$ cat config.mk
export PLATFORM = sky130hd
export DESIGN_NAME = uart_baud_gen
export DESIGN_NICKNAME = d
export VERILOG_FILES = /design/src/inc/uart_baud_pkg.sv /design/src/logic/uart_baud_gen.sv
export VERILOG_INCLUDE_DIRS = /design/src /design/src/inc
export SDC_FILE = /design/constraint.sdc
export NUM_CORES = 1
export LEC_CHECK = 0
export ABC_CLOCK_PERIOD_IN_PS = 4000
export BUFFER_PORTS_ARGS = -buffer_cell sky130_fd_sc_hd__buf_2
export CAP_MARGIN = 20
export CORE_ASPECT_RATIO = 0.5
export CORE_MARGIN = 1.5
export CORE_UTILIZATION = 47
export CTS_CLUSTER_DIAMETER = 100
export DETAILED_ROUTE_END_ITERATION = 7
export HOLD_SLACK_MARGIN = 0.05
export MAX_ROUTING_LAYER = met4
export PLACE_DENSITY_LB_ADDON = 0.1
export SLEW_MARGIN = 40
export SYNTH_ARGS = -nofsm -noshare
export SYNTH_HDL_FRONTEND = slang
export SYNTH_SLANG_ARGS = --single-unit
$ cat constraint.sdc
create_clock -name hclk -period 4 [get_ports hclk]
set_clock_uncertainty 0.15 [all_clocks]
set_input_delay 0.8 -clock hclk [delete_from_list [all_inputs] [get_ports hclk]]
set_output_delay 0.8 -clock hclk [all_outputs]
set_load 0.02 [all_outputs]
$ cat src/inc/uart_baud_cfg.svh
`ifndef UART_BAUD_CFG_SVH
`define UART_BAUD_CFG_SVH

// ----------------------------------------------------------------
// register byte offsets
// ----------------------------------------------------------------
`define OFS_SERIAL_MODE   8'h00
`define OFS_POWER_CTRL    8'h04
`define OFS_TIMER_MODE    8'h08
`define OFS_T1_RELOAD     8'h0c
`define OFS_T2_CTRL       8'h10
`define OFS_T2_RELOAD_HI  8'h14
`define OFS_T2_RELOAD_LO  8'h18
`define OFS_DEDICATED     8'h1c
`define OFS_FRACTION      8'h20
`define OFS_RATE_STATUS   8'h24

// ----------------------------------------------------------------
// field positions and reset values
// ----------------------------------------------------------------
`define BIT_RATE_DOUBLER  7
`define BIT_T2_RX_SEL     5
`define BIT_T2_TX_SEL     4
`define BIT_DED_ENABLE    7
`define DED_DIV_MASK      8'h87
`define T1_AUTORELOAD     4'h2
`define RESET_BYTE        8'h00

// ----------------------------------------------------------------
// fixed dividers
// ----------------------------------------------------------------
`define MODE0_DIV         4'd12
`define MODE2_DIV_SLOW    6'd63
`define MODE2_DIV_FAST    6'd31
`define T1_OVF_SLOW       5'd31
`define T1_OVF_FAST       5'd15
`define T2_OVF_PER_BIT    4'd15
`define FRACTION_OFFSET   9'd64

`endif

$ cat src/inc/uart_baud_pkg.sv
package uart_baud_pkg;

  typedef enum logic [1:0] {
    SER_SHIFT   = 2'h0,
    SER_UART8   = 2'h1,
    SER_FIXED9  = 2'h2,
    SER_UART9   = 2'h3
  } serial_mode_e;

  typedef logic [7:0] sfr_t;

endpackage : uart_baud_pkg

$ cat src/logic/uart_baud_gen.sv
`timescale 1ns/1ps
`include "uart_baud_cfg.svh"

// Behaviour
// RULE1: mode 0 shift rate is core clock divided by twelve, no timer involved.
// RULE2: mode 2 rate is core clock over 64, or over 32 with doubler set.
// RULE3: modes 1 and 3 take rate from Timer 1 or Timer 2, per direction.
// RULE4: Timer 1 source gives overflow rate times two-to-doubler over thirty-two.
// RULE5: software keeps Timer 1 interrupt off; timer may run any mode.
// RULE6: Timer 1 autoreload nibble 0010 gives clock/12/(256-reload) into that formula.
// RULE7: Timer 2 source needs sixteen overflows per bit.
// RULE8: Timer 2 in rate mode counts every two core clocks.
// RULE9: Timer 2 transmit/receive select bits put that direction on Timer 2.
// RULE10: Timer 2 rate is clock over 32 times (65536 minus 16-bit reload).
// RULE11: a dedicated third timer with control and fraction registers may replace both.
// RULE12: dedicated enable bit 7 overrides doubler and Timer 2 selects.
// RULE13: control bits 2..0 hold the power-of-two prescale exponent.
// RULE14: dedicated rate is 2 x clock / (2^exponent x (fraction + 64)).
// RULE15: control bits 6..3 read zero and ignore writes.
module uart_baud_gen #(
  parameter int GAP_W = 24
) (
  // clock and reset
  input  wire logic        hclk,
  input  wire logic        hresetn,
  // ahb-lite slave
  input  wire logic        hsel,
  input  wire logic [7:0]  haddr,
  input  wire logic [1:0]  htrans,
  input  wire logic        hwrite,
  input  wire logic [2:0]  hsize,
  input  wire logic        hready,
  input  wire logic [31:0] hwdata,
  output logic      [31:0] hrdata,
  output logic             hreadyout,
  output logic             hresp,
  // overflow from an outside timer 1 in non-autoreload modes
  input  wire logic        timer1_overflow,
  // bit-rate enables toward the shift logic
  output logic             tx_rate_tick,
  output logic             rx_rate_tick
);

  // ----------------------------------------------------------------
  // bus slave
  // ----------------------------------------------------------------
  logic [7:0]  wr_addr_q;
  logic        wr_pend_q;
  logic [31:0] hrdata_q;
  uart_baud_pkg::serial_mode_e serial_mode_q;
  uart_baud_pkg::sfr_t power_control_reg_q;
  uart_baud_pkg::sfr_t timer_mode_reg_q;
  uart_baud_pkg::sfr_t timer1_reload_byte_q;
  uart_baud_pkg::sfr_t timer2_control_reg_q;
  uart_baud_pkg::sfr_t timer2_reload_high_q;
  uart_baud_pkg::sfr_t timer2_reload_low_q;
  uart_baud_pkg::sfr_t dedicated_rate_control_reg_q;
  uart_baud_pkg::sfr_t fraction_reload_q;

  wire        acc_valid = hsel && hready && htrans[1];
  wire        rd_req    = acc_valid && !hwrite;
  wire        wr_req    = acc_valid && hwrite;
  wire [7:0]  wbyte     = hwdata[7:0];
  wire        wr_now    = wr_pend_q;

  function automatic logic wr_hit(input logic [7:0] a, input logic [7:0] ofs,
                                  input logic pend);
    wr_hit = pend && (a == ofs);
  endfunction : wr_hit

  wire rate_doubler_bit    = power_control_reg_q[`BIT_RATE_DOUBLER];
  wire timer2_tx_sel       = timer2_control_reg_q[`BIT_T2_TX_SEL];
  wire timer2_rx_sel       = timer2_control_reg_q[`BIT_T2_RX_SEL];
  wire dedicated_rate_enable = dedicated_rate_control_reg_q[`BIT_DED_ENABLE];
  wire [2:0] prescale_exp  = dedicated_rate_control_reg_q[2:0];
  wire [15:0] t2_reload    = {timer2_reload_high_q, timer2_reload_low_q};
  wire [7:0] status_byte   = {4'h0, dedicated_rate_enable, timer2_tx_sel,
                              timer2_rx_sel, rate_doubler_bit};

  logic [31:0] rd_mux;
  always_comb
  begin
    case (haddr)
      `OFS_SERIAL_MODE:  rd_mux = {30'h0, serial_mode_q};
      `OFS_POWER_CTRL:   rd_mux = {24'h0, power_control_reg_q};
      `OFS_TIMER_MODE:   rd_mux = {24'h0, timer_mode_reg_q};
      `OFS_T1_RELOAD:    rd_mux = {24'h0, timer1_reload_byte_q};
      `OFS_T2_CTRL:      rd_mux = {24'h0, timer2_control_reg_q};
      `OFS_T2_RELOAD_HI: rd_mux = {24'h0, timer2_reload_high_q};
      `OFS_T2_RELOAD_LO: rd_mux = {24'h0, timer2_reload_low_q};
      `OFS_DEDICATED:    rd_mux = {24'h0, dedicated_rate_control_reg_q};
      `OFS_FRACTION:     rd_mux = {24'h0, fraction_reload_q};
      `OFS_RATE_STATUS:  rd_mux = {24'h0, status_byte};
      default:           rd_mux = 32'h0;
    endcase
  end

  always_ff @(posedge hclk or negedge hresetn)
  begin
    if (!hresetn)
    begin
      wr_pend_q <= 1'b0;
      wr_addr_q <= 8'h00;
      hrdata_q  <= 32'h0;
    end
    else
    begin
      wr_pend_q <= wr_req;
      if (acc_valid)
        wr_addr_q <= haddr;
      if (rd_req)
        hrdata_q <= rd_mux;
    end
  end

  // zero-wait slave: every transfer completes in one data-phase cycle
  assign hreadyout = 1'b1;
  assign hresp     = 1'b0;
  assign hrdata    = hrdata_q;

  always_ff @(posedge hclk or negedge hresetn)
  begin
    if (!hresetn)
    begin
      serial_mode_q                <= uart_baud_pkg::SER_SHIFT;
      power_control_reg_q          <= `RESET_BYTE;
      timer_mode_reg_q             <= `RESET_BYTE;
      timer1_reload_byte_q         <= `RESET_BYTE;
      timer2_control_reg_q         <= `RESET_BYTE;
      timer2_reload_high_q         <= `RESET_BYTE;
      timer2_reload_low_q          <= `RESET_BYTE;
      dedicated_rate_control_reg_q <= `RESET_BYTE;
      fraction_reload_q            <= `RESET_BYTE;
    end
    else
    begin
      if (wr_hit(wr_addr_q, `OFS_SERIAL_MODE, wr_now))
        serial_mode_q <= uart_baud_pkg::serial_mode_e'(wbyte[1:0]);
      if (wr_hit(wr_addr_q, `OFS_POWER_CTRL, wr_now))
        power_control_reg_q <= wbyte;
      if (wr_hit(wr_addr_q, `OFS_TIMER_MODE, wr_now))
        timer_mode_reg_q <= wbyte;
      if (wr_hit(wr_addr_q, `OFS_T1_RELOAD, wr_now))
        timer1_reload_byte_q <= wbyte;
      if (wr_hit(wr_addr_q, `OFS_T2_CTRL, wr_now))
        timer2_control_reg_q <= wbyte;
      if (wr_hit(wr_addr_q, `OFS_T2_RELOAD_HI, wr_now))
        timer2_reload_high_q <= wbyte;
      if (wr_hit(wr_addr_q, `OFS_T2_RELOAD_LO, wr_now))
        timer2_reload_low_q <= wbyte;
      if (wr_hit(wr_addr_q, `OFS_DEDICATED, wr_now))
        dedicated_rate_control_reg_q <= wbyte & `DED_DIV_MASK; // [RULE15]
      if (wr_hit(wr_addr_q, `OFS_FRACTION, wr_now))
        fraction_reload_q <= wbyte;
    end
  end

  // ----------------------------------------------------------------
  // fixed-rate dividers
  // ----------------------------------------------------------------
  logic [3:0] mc_cnt_q;
  logic [5:0] m2_cnt_q;
  wire mc_en   = (mc_cnt_q == `MODE0_DIV - 4'd1);            // [RULE1]
  wire m2_tick = rate_doubler_bit ? (m2_cnt_q[4:0] == `MODE2_DIV_FAST)
                                  : (m2_cnt_q == `MODE2_DIV_SLOW); // [RULE2]

  always_ff @(posedge hclk or negedge hresetn)
  begin
    if (!hresetn)
    begin
      mc_cnt_q <= 4'd0;
      m2_cnt_q <= 6'd0;
    end
    else
    begin
      mc_cnt_q <= mc_en ? 4'd0 : mc_cnt_q + 4'd1;
      m2_cnt_q <= m2_cnt_q + 6'd1;
    end
  end

  // ----------------------------------------------------------------
  // timer 1: autoreload counter or outside overflow
  // ----------------------------------------------------------------
  logic [7:0] t1_cnt_q;
  logic [4:0] t1_div_q;
  wire t1_autoreload = (timer_mode_reg_q[7:4] == `T1_AUTORELOAD);
  wire t1_int_ovf    = t1_autoreload && mc_en && (t1_cnt_q == 8'hff); // [RULE6]
  // any other timer 1 mode is counted outside; its interrupt stays off [RULE5]
  wire t1_ovf        = t1_autoreload ? t1_int_ovf : timer1_overflow;
  wire [4:0] t1_lim  = rate_doubler_bit ? `T1_OVF_FAST : `T1_OVF_SLOW;
  wire t1_tick       = t1_ovf && (t1_div_q == t1_lim);          // [RULE4]

  always_ff @(posedge hclk or negedge hresetn)
  begin
    if (!hresetn)
    begin
      t1_cnt_q <= 8'h00;
      t1_div_q <= 5'd0;
    end
    else
    begin
      if (t1_int_ovf)
        t1_cnt_q <= timer1_reload_byte_q;                       // [RULE6]
      else if (t1_autoreload && mc_en)
        t1_cnt_q <= t1_cnt_q + 8'h01;
      if (t1_ovf)
        t1_div_q <= (t1_div_q >= t1_lim) ? 5'd0 : t1_div_q + 5'd1;
    end
  end

  // ----------------------------------------------------------------
  // timer 2 in rate-generator mode
  // ----------------------------------------------------------------
  logic        t2_half_q;
  logic [15:0] t2_cnt_q;
  logic [3:0]  t2_div_q;
  wire t2_run  = timer2_tx_sel || timer2_rx_sel;                // [RULE9]
  wire t2_inc  = t2_run && t2_half_q;                           // [RULE8]
  wire t2_ovf  = t2_inc && (t2_cnt_q == 16'hffff);
  wire t2_tick = t2_ovf && (t2_div_q == `T2_OVF_PER_BIT);       // [RULE7]

  always_ff @(posedge hclk or negedge hresetn)
  begin
    if (!hresetn)
    begin
      t2_half_q <= 1'b0;
      t2_cnt_q  <= 16'h0000;
      t2_div_q  <= 4'd0;
    end
    else
    begin
      t2_half_q <= t2_run && !t2_half_q;
      if (t2_ovf || !t2_run) // idle timer waits at its reload, not a full 16-bit wrap away
        t2_cnt_q <= t2_reload;                                  // [RULE10]
      else if (t2_inc)
        t2_cnt_q <= t2_cnt_q + 16'h0001;
      if (t2_ovf)
        t2_div_q <= t2_div_q + 4'd1;
    end
  end

  // ----------------------------------------------------------------
  // dedicated fractional timer
  // ----------------------------------------------------------------
  // accumulates 2 per clock against 2^exp*(fraction+64): exact average rate
  logic [16:0] t3_acc_q;
  wire [16:0] t3_lim  = 17'({8'h0, fraction_reload_q} + `FRACTION_OFFSET)
                        << prescale_exp;                       // [RULE13]
  wire [16:0] t3_sum  = t3_acc_q + 17'd2;
  wire        t3_tick = dedicated_rate_enable && (t3_sum >= t3_lim); // [RULE14]
  wire        t3_cfg_wr = wr_now && (wr_addr_q == `OFS_DEDICATED || wr_addr_q == `OFS_FRACTION);

  always_ff @(posedge hclk or negedge hresetn)
  begin
    if (!hresetn)
      t3_acc_q <= 17'd0;
    else if (!dedicated_rate_enable || t3_cfg_wr) // a shrunk limit must not see an old count
      t3_acc_q <= 17'd0;
    else
      t3_acc_q <= t3_tick ? t3_sum - t3_lim : t3_sum;           // [RULE11]
  end

  // ----------------------------------------------------------------
  // source selection
  // ----------------------------------------------------------------
  wire var_mode = serial_mode_q[0];
  wire tx_var   = dedicated_rate_enable ? t3_tick
                : (timer2_tx_sel ? t2_tick : t1_tick);          // [RULE3] [RULE12]
  wire rx_var   = dedicated_rate_enable ? t3_tick
                : (timer2_rx_sel ? t2_tick : t1_tick);          // [RULE3] [RULE12]
  wire fix_tick = (serial_mode_q == uart_baud_pkg::SER_SHIFT) ? mc_en : m2_tick;
  logic tx_q;
  logic rx_q;

  always_ff @(posedge hclk or negedge hresetn)
  begin
    if (!hresetn)
    begin
      tx_q <= 1'b0;
      rx_q <= 1'b0;
    end
    else
    begin
      tx_q <= var_mode ? tx_var : fix_tick;
      rx_q <= var_mode ? rx_var : fix_tick;
    end
  end

  assign tx_rate_tick = tx_q;
  assign rx_rate_tick = rx_q;

  // ----------------------------------------------------------------
  // checks
  // ----------------------------------------------------------------
  logic [GAP_W-1:0] gap_q;
  logic             quiet_q, wr_late_q;
  always_ff @(posedge hclk or negedge hresetn)
  begin
    if (!hresetn)
    begin
      gap_q     <= '0;
      quiet_q   <= 1'b0;
      wr_late_q <= 1'b0;
    end
    else
    begin
      gap_q   <= tx_q ? '0 : gap_q + 1'b1;
      wr_late_q <= wr_pend_q;
      quiet_q   <= (wr_pend_q || wr_late_q) ? 1'b0 : (tx_q || quiet_q);
    end
  end
endmodule : uart_baud_gen

Word-level counts from Yosys, hierarchy flattened. Index checks and enable logic that the tools add are counted.

Equal/unequal tests: 25. Muxes and demuxes: 19. Add/sub/neg operators: 9. Shift-type cells: 1. Reductions and logical operators: 35. $lt $le $gt $ge: 2.

Operator list (number): one-hot mux 8 bit (10 select lines) (1); == test 8 x 5 -> 1 bit, second input constant (8); two-way mux 17 bit (2); == test 8 x 4 -> 1 bit, second input constant (4); two-way mux 16 bit (2); == test 8 x 6 -> 1 bit, second input constant (3); logical AND 1 bit (22); adder 17 x 2 -> 17 bit, second input constant (1); greater-or-equal comparator 17 bit (1); << shifter 9 x 3 -> 17 bit (1); subtractor 17 bit (1); adder 16 x 1 -> 16 bit, second input constant (1); == test 16 bit, second input constant (1); == test 8 x 3 -> 1 bit, second input constant (2); zero test 8 bit (2); two-way mux 8 bit (2); two-way mux 5 bit (2); adder 8 x 7 -> 9 bit, second input constant (1); two-way mux 1 bit (9); adder 4 x 1 -> 4 bit, second input constant (2); adder 8 x 1 -> 8 bit, second input constant (1); == test 4 bit, second input constant (2); == test 8 bit, second input constant (1); adder 6 x 1 -> 6 bit, second input constant (1); 11 further kinds (18).

Input port bits: 51. Word-level logic and storage cells: 113. Register bits: 166. Output and inout bits: 36.

Depth between registers and ports, before layout.
Word-level depth: 8. Mapped depth: 17. Gate-level depth less buffers: 13.

Least setup slack after synthesis. Ideal clock, no wire load.

Kind: reg2reg. From: reg t3_acc_q[4]. To: reg t3_acc_q[0]. Setup slack: 536 ps. Clock period less this slack: 3464 ps. Buffers on the path: 1. Data arrival time: 3242 ps. Data required time: 3778 ps. Stages on the path, launching flop included: 14. Cells stage by stage: dfrtp_1 -> nand4_4 -> or2_2 -> nor3_1 -> nand3_1 -> xnor2_1 -> ha_1 -> and3_1 -> a221o_1 -> nor4_4 -> nor2b_2 -> buf_6 -> mux2_4 -> nor2_1.

Longest elaborated chain between the ends: 5.

Ends and longest elaborated chain: start, declared (RTL line uart_baud_gen.sv:246) `logic [16:0] t3_acc_q;`; start signal, assigned (RTL line uart_baud_gen.sv:260) `t3_acc_q <= t3_tick ? t3_sum - t3_lim : t3_sum;`; adder 17 x 2 -> 17 bit (RTL line uart_baud_gen.sv:249) `wire [16:0] t3_sum = t3_acc_q + 17'd2;`; greater-or-equal comparator 17 bit (RTL line uart_baud_gen.sv:250) `wire t3_tick = dedicated_rate_enable && (t3_sum >= t3_lim);`; logical AND 1 bit (RTL line uart_baud_gen.sv:250); two-way mux 17 bit (RTL line uart_baud_gen.sv:260); two-way mux 17 bit (RTL line uart_baud_gen.sv:257) `else if (!dedicated_rate_enable || t3_cfg_wr)`.

No other way between the ends. A chain may end at the register's enable or synchronous reset.

Worst setup path after layout.
From: reg t3_acc_q[4]. To: reg rx_q (netlist: rx_rate_tick).

Longest elaborated chain between the ends: 5.

Ends and longest elaborated chain: adder 17 x 2 -> 17 bit (RTL line uart_baud_gen.sv:249); greater-or-equal comparator 17 bit (RTL line uart_baud_gen.sv:250); logical AND 1 bit (RTL line uart_baud_gen.sv:250); two-way mux 1 bit (RTL line uart_baud_gen.sv:269) `wire rx_var = dedicated_rate_enable ? t3_tick`; two-way mux 1 bit (RTL line uart_baud_gen.sv:285) `rx_q <= var_mode ? rx_var : fix_tick;`; end signal, assigned (RTL line uart_baud_gen.sv:285); end, declared (RTL line uart_baud_gen.sv:273) `logic rx_q;`.

No other way between the ends.

==> key figures <==
Worst setup path
  • Worst Path Arrival: a little under 4 ns
  • CP Capture Type: flop
  • Critical Path RT: 4.13 ns
  • Setup crit start kind: flop
  • R2R Path Start: t3_acc_q[4]
  • Worst Path Max Fanout: 5
  • Reg2reg path depth: 13
  • R2R Setup Slk: ~0.26 ns
  • Capture point of the worst reg-to-reg path: rx_rate_tick
  • WS Path Type: flop to flop

Synthesis
  • Syn. warnings: 0
  • #FFs+latches synth: roughly 140
  • Top cell type's share of synthesized area: 42.7%
  • Post-synth EDFFs: 0
  • Compound-Gate Fraction of Synth Area: between 15 and 20%
  • Synth unique cells: 76
  • Synth Cell Area: approximately 8300 um2
  • Cell count after synthesis: ~830
  • Post-synthesis sequential area ratio: between 40% and 50%
  • Simple-gate portion of the synthesized area: ~16%
  • Multiplexer share of the synthesized area: 12.8%
  • Ys async rst share: 100%
  • Top_reg_cell synth: dfrtp_1
  • Post-Synth Adder-Cell Area: under 10%
  • Synth area leader: dfrtp_1
  • Xor/xnor share of the synthesized area: 3.99%
  • Dominant cells by area after synthesis: dfrtp_1 43%, mux2_2 10%, ha_1 3.9%
  • Largest family of logic cells by synthesized area: simple AND/OR/NAND/NOR gates
  • Mean Syn Cell Area: around 10 um2

STA
  • RSZ-0062 raised after global routing: false
  • Final Hold Fails: 0
  • Crit share post-route: between 90% and 100%
  • Crit path time final: about 3.7 ns
  • Worst-Margin Slew: between 0.7 and 0.8 ns
  • Worst Hold Slack: around 0.24 ns
  • TNS Setup: 0 ns
  • Final Max Tran Viols: 0
  • F_max: between 200 and 300 MHz
  • Worst slew margin: around 51%
  • Final Setup Violations: 0

Clock tree
  • Clock tree root buffer cell: clkbuf_16
  • Hold_buf cts: 0
  • Num CTS Buffers: 17
  • Clock sink count: about 140
  • Clk_lat worst skew: around 0.43 ns
  • Clk pin slew, worst setup/hold paths: about 0.070 ns
  • Clk buf depth: 2
  • CTS tree: done
  • H-tree levels: 4

Route
  • Routed WL: 20200 um
  • Final ANT Viol Nets: 0
  • Avg WL per Cell: about 18 um
  • DR vias: 6400
  • Residual DRC count: 0
  • Via-to-Cell Ratio: roughly 5.8
  • DRT Pass-1 Iters: 6
  • Initial drt markers: around 380

GRT
  • Vias in the first global route: between 6000 and 7000
  • Gr usage total: a little under a quarter
  • Antenna violations before repair: 0
  • GRT overflow: 0
  • Largest net degree at the start of global routing: 83
  • First-pass GRT wire length: 32400 um

Layout
  • Fraction of layout cells with a size suffix above 1: between 20% and 30%
  • Fin util: between 50% and 60%
  • Number of fill cells in the layout: 1561
  • Syn-to-layout area delta: 10.8%
  • Ant diodes: 0
  • # nets final: roughly 940

Outcome
  • Status: complete, no violations

Power and ir drop
  • Overall power: 0.00521 W
  • Leakage power total: 4.07 nW
  • Worst vdd ir: about 0.31 mV
  • Net Sw Frac: 37.1%
  • Combinational Power Share: 33.9%
  • Clock share of power: between 30 and 40%
  • Flop pwr share: between 30% and 40%
  • Int Pwr: about 0.0033 W
  • Sw power: around 0.0019 W
  • P per Cell Area: approximately 560 nW/um2

Floorplanning
  • Initial Util: 47.9%
  • DIE AREA: between 15000 and 20000 um2
  • Core area: ~17000 um2
  • Top-level port count: 87
  • Die height: between 90 and 100 um
  • Row count: 34
  • Die width: 191 um

Place
  • Global placement routability congestion: between 0.8 and 0.9
  • DPL Wire Length: roughly 15000 um
  • Port bufs: 32

Min path
  • HP Class: input port to async pin

Job
  • Number of max-cap violations: 0
-- final cells by class --
cell class / instances / area [um2] / area share [%]
Multi-Input combinational cell: 642 / 4470 / 48.5
Clock inverter: 14 / 148 / 1.60
Timing Repair Buffer: 46 / 274 / 2.97
Sequential cell: 142 / 3550 / 38.6
Clock buffer: 18 / 429 / 4.66
Inverter: 14 / 52.6 / 0.570
Tap cell: 234 / 293 / 3.18
-- cell usage after synthesis (11+ instances only) --
cell,instances
nand2b_1,11
clkbuf_1,21
nand2_1,58
a21oi_1,59
nand3_1,40
and3_1,12
nand4_1,11
ha_1,26
inv_1,13
mux2_2,75
xnor2_1,17
o22ai_1,11
dfrtp_1,142
nor3_1,17
mux2i_1,18
a22oi_1,19
buf_4,26
o21ai_0,33
nor2_1,73
xor2_1,19
-- cell usage in the layout (no fill, tap or decap), types with 7 or more instances in the layout --
cell type	count
a211oi_1	7
a21oi_1	59
a31oi_1	10
ha_1	26
nand2b_1	11
nor2_1	72
mux2i_1	18
a211oi_2	9
nand2_1	58
a22oi_1	19
clkbuf_16	17
o22ai_1	11
nand3_1	40
nand4_1	11
xor2_1	19
o21ai_0	33
mux2_2	75
conb_1	26
inv_1	13
buf_2	31
dfrtp_1	142
xnor2_1	17
buf_4	14
nor3_1	16
and3_1	12
-- routing by layer --
| layer | part of all wire [%] | track usage [%] | routed length (um) | vias up |
|---|---|---|---|---|
| met5 | 0 | - | 0 | - |
| met1 | 49 | 32.0 | 9860 | 3179 |
| li1 | - | - | - | 3064 |
| met2 | 46 | 35.8 | 9240 | 143 |
| met3 | 4.4 | 4.62 | 887 | 14 |
| met4 | 0.83 | 4.81 | 167 | 0 |
-- worst max-delay path: stages, from the launching register on --
cell and delay, ns:
dfrtp_1 0.46, nand4_4 0.12, or2_2 0.33, nor3_2 0.23, nand3_1 0.12, xnor2_1 0.31
ha_1 0.34, and3_1 0.24, a221o_1 0.37, nor4_4 0.30, buf_4 0.20, nand2_1 0.14
nand2_1 0.14, o21ai_0 0.14
-- worst max path at each step --
stage	from	end	slack, ns	cells after the start
3_3_place_gp	t3_acc_q[4]	tx_rate_tick	0.29	13
3_5_place_dp	t3_acc_q[4]	t3_acc_q[2]	0.23	14
2_1_floorplan	t3_acc_q[4]	t3_acc_q[0]	0.54	13
6_report	t3_acc_q[4]	rx_rate_tick	0.26	13
4_1_cts	t3_acc_q[4]	tx_rate_tick	0.20	13
5_1_grt	t3_acc_q[4]	tx_rate_tick	0.09	13
-- cell families after synthesis --
group | after synthesis
DFF | 142
other | 2
buffers and inverters | 72
and+or+nand+nor | 266
AOI/OAI and AO/OA | 191
xor gates and xnor gates | 37
muxes | 95
adders and majority gates | 27
-- state kept, by name (all words and copies together) (netlist names) --
name / flops
t2_half_q: 1
timer2_control_reg_q: 8
timer1_reload_byte_q: 8
t2_div_q: 4
rx_rate_tick: 1
timer_mode_reg_q: 8
m2_cnt_q: 6
timer2_reload_high_q: 8
hrdata: 8
mc_cnt_q: 4
timer2_reload_low_q: 8
t1_cnt_q: 8
serial_mode_q: 2
fraction_reload_q: 8
dedicated_rate_control_reg_q: 4
power_control_reg_q: 8
t1_div_q: 5
t2_cnt_q: 16
tx_rate_tick: 1
wr_now: 1
wr_addr_q: 8
t3_acc_q: 17
-- power by group through the flow --
stage	clock (W)	combinational, W	sequential, W
floorplan	0	0.00143	0.00183
global placement	0	0.00171	0.00188
detailed placement	0	0.00174	0.00189
CTS	0.00160	0.00175	0.00186
global route	0.00166	0.00195	0.00190
finish	0.00158	0.00176	0.00187
-- through the flow --
stage	std cells	setup slack (ns)	cell area, um2
6_report	1110	0.257	9220
5_1_grt	1110	0.0941	9220
4_1_cts	1110	0.198	9200
3_5_place_dp	1078	0.226	8620
3_3_place_gp	1078	0.289	8620
2_1_floorplan	856	0.536	8410
-- repair_timing --
action	4_1_cts	5_1_grt
resized for setup	0	2
setup endpoints to repair	0	16
buffers inserted	0	0
Power figures use the tool's default switching activity.
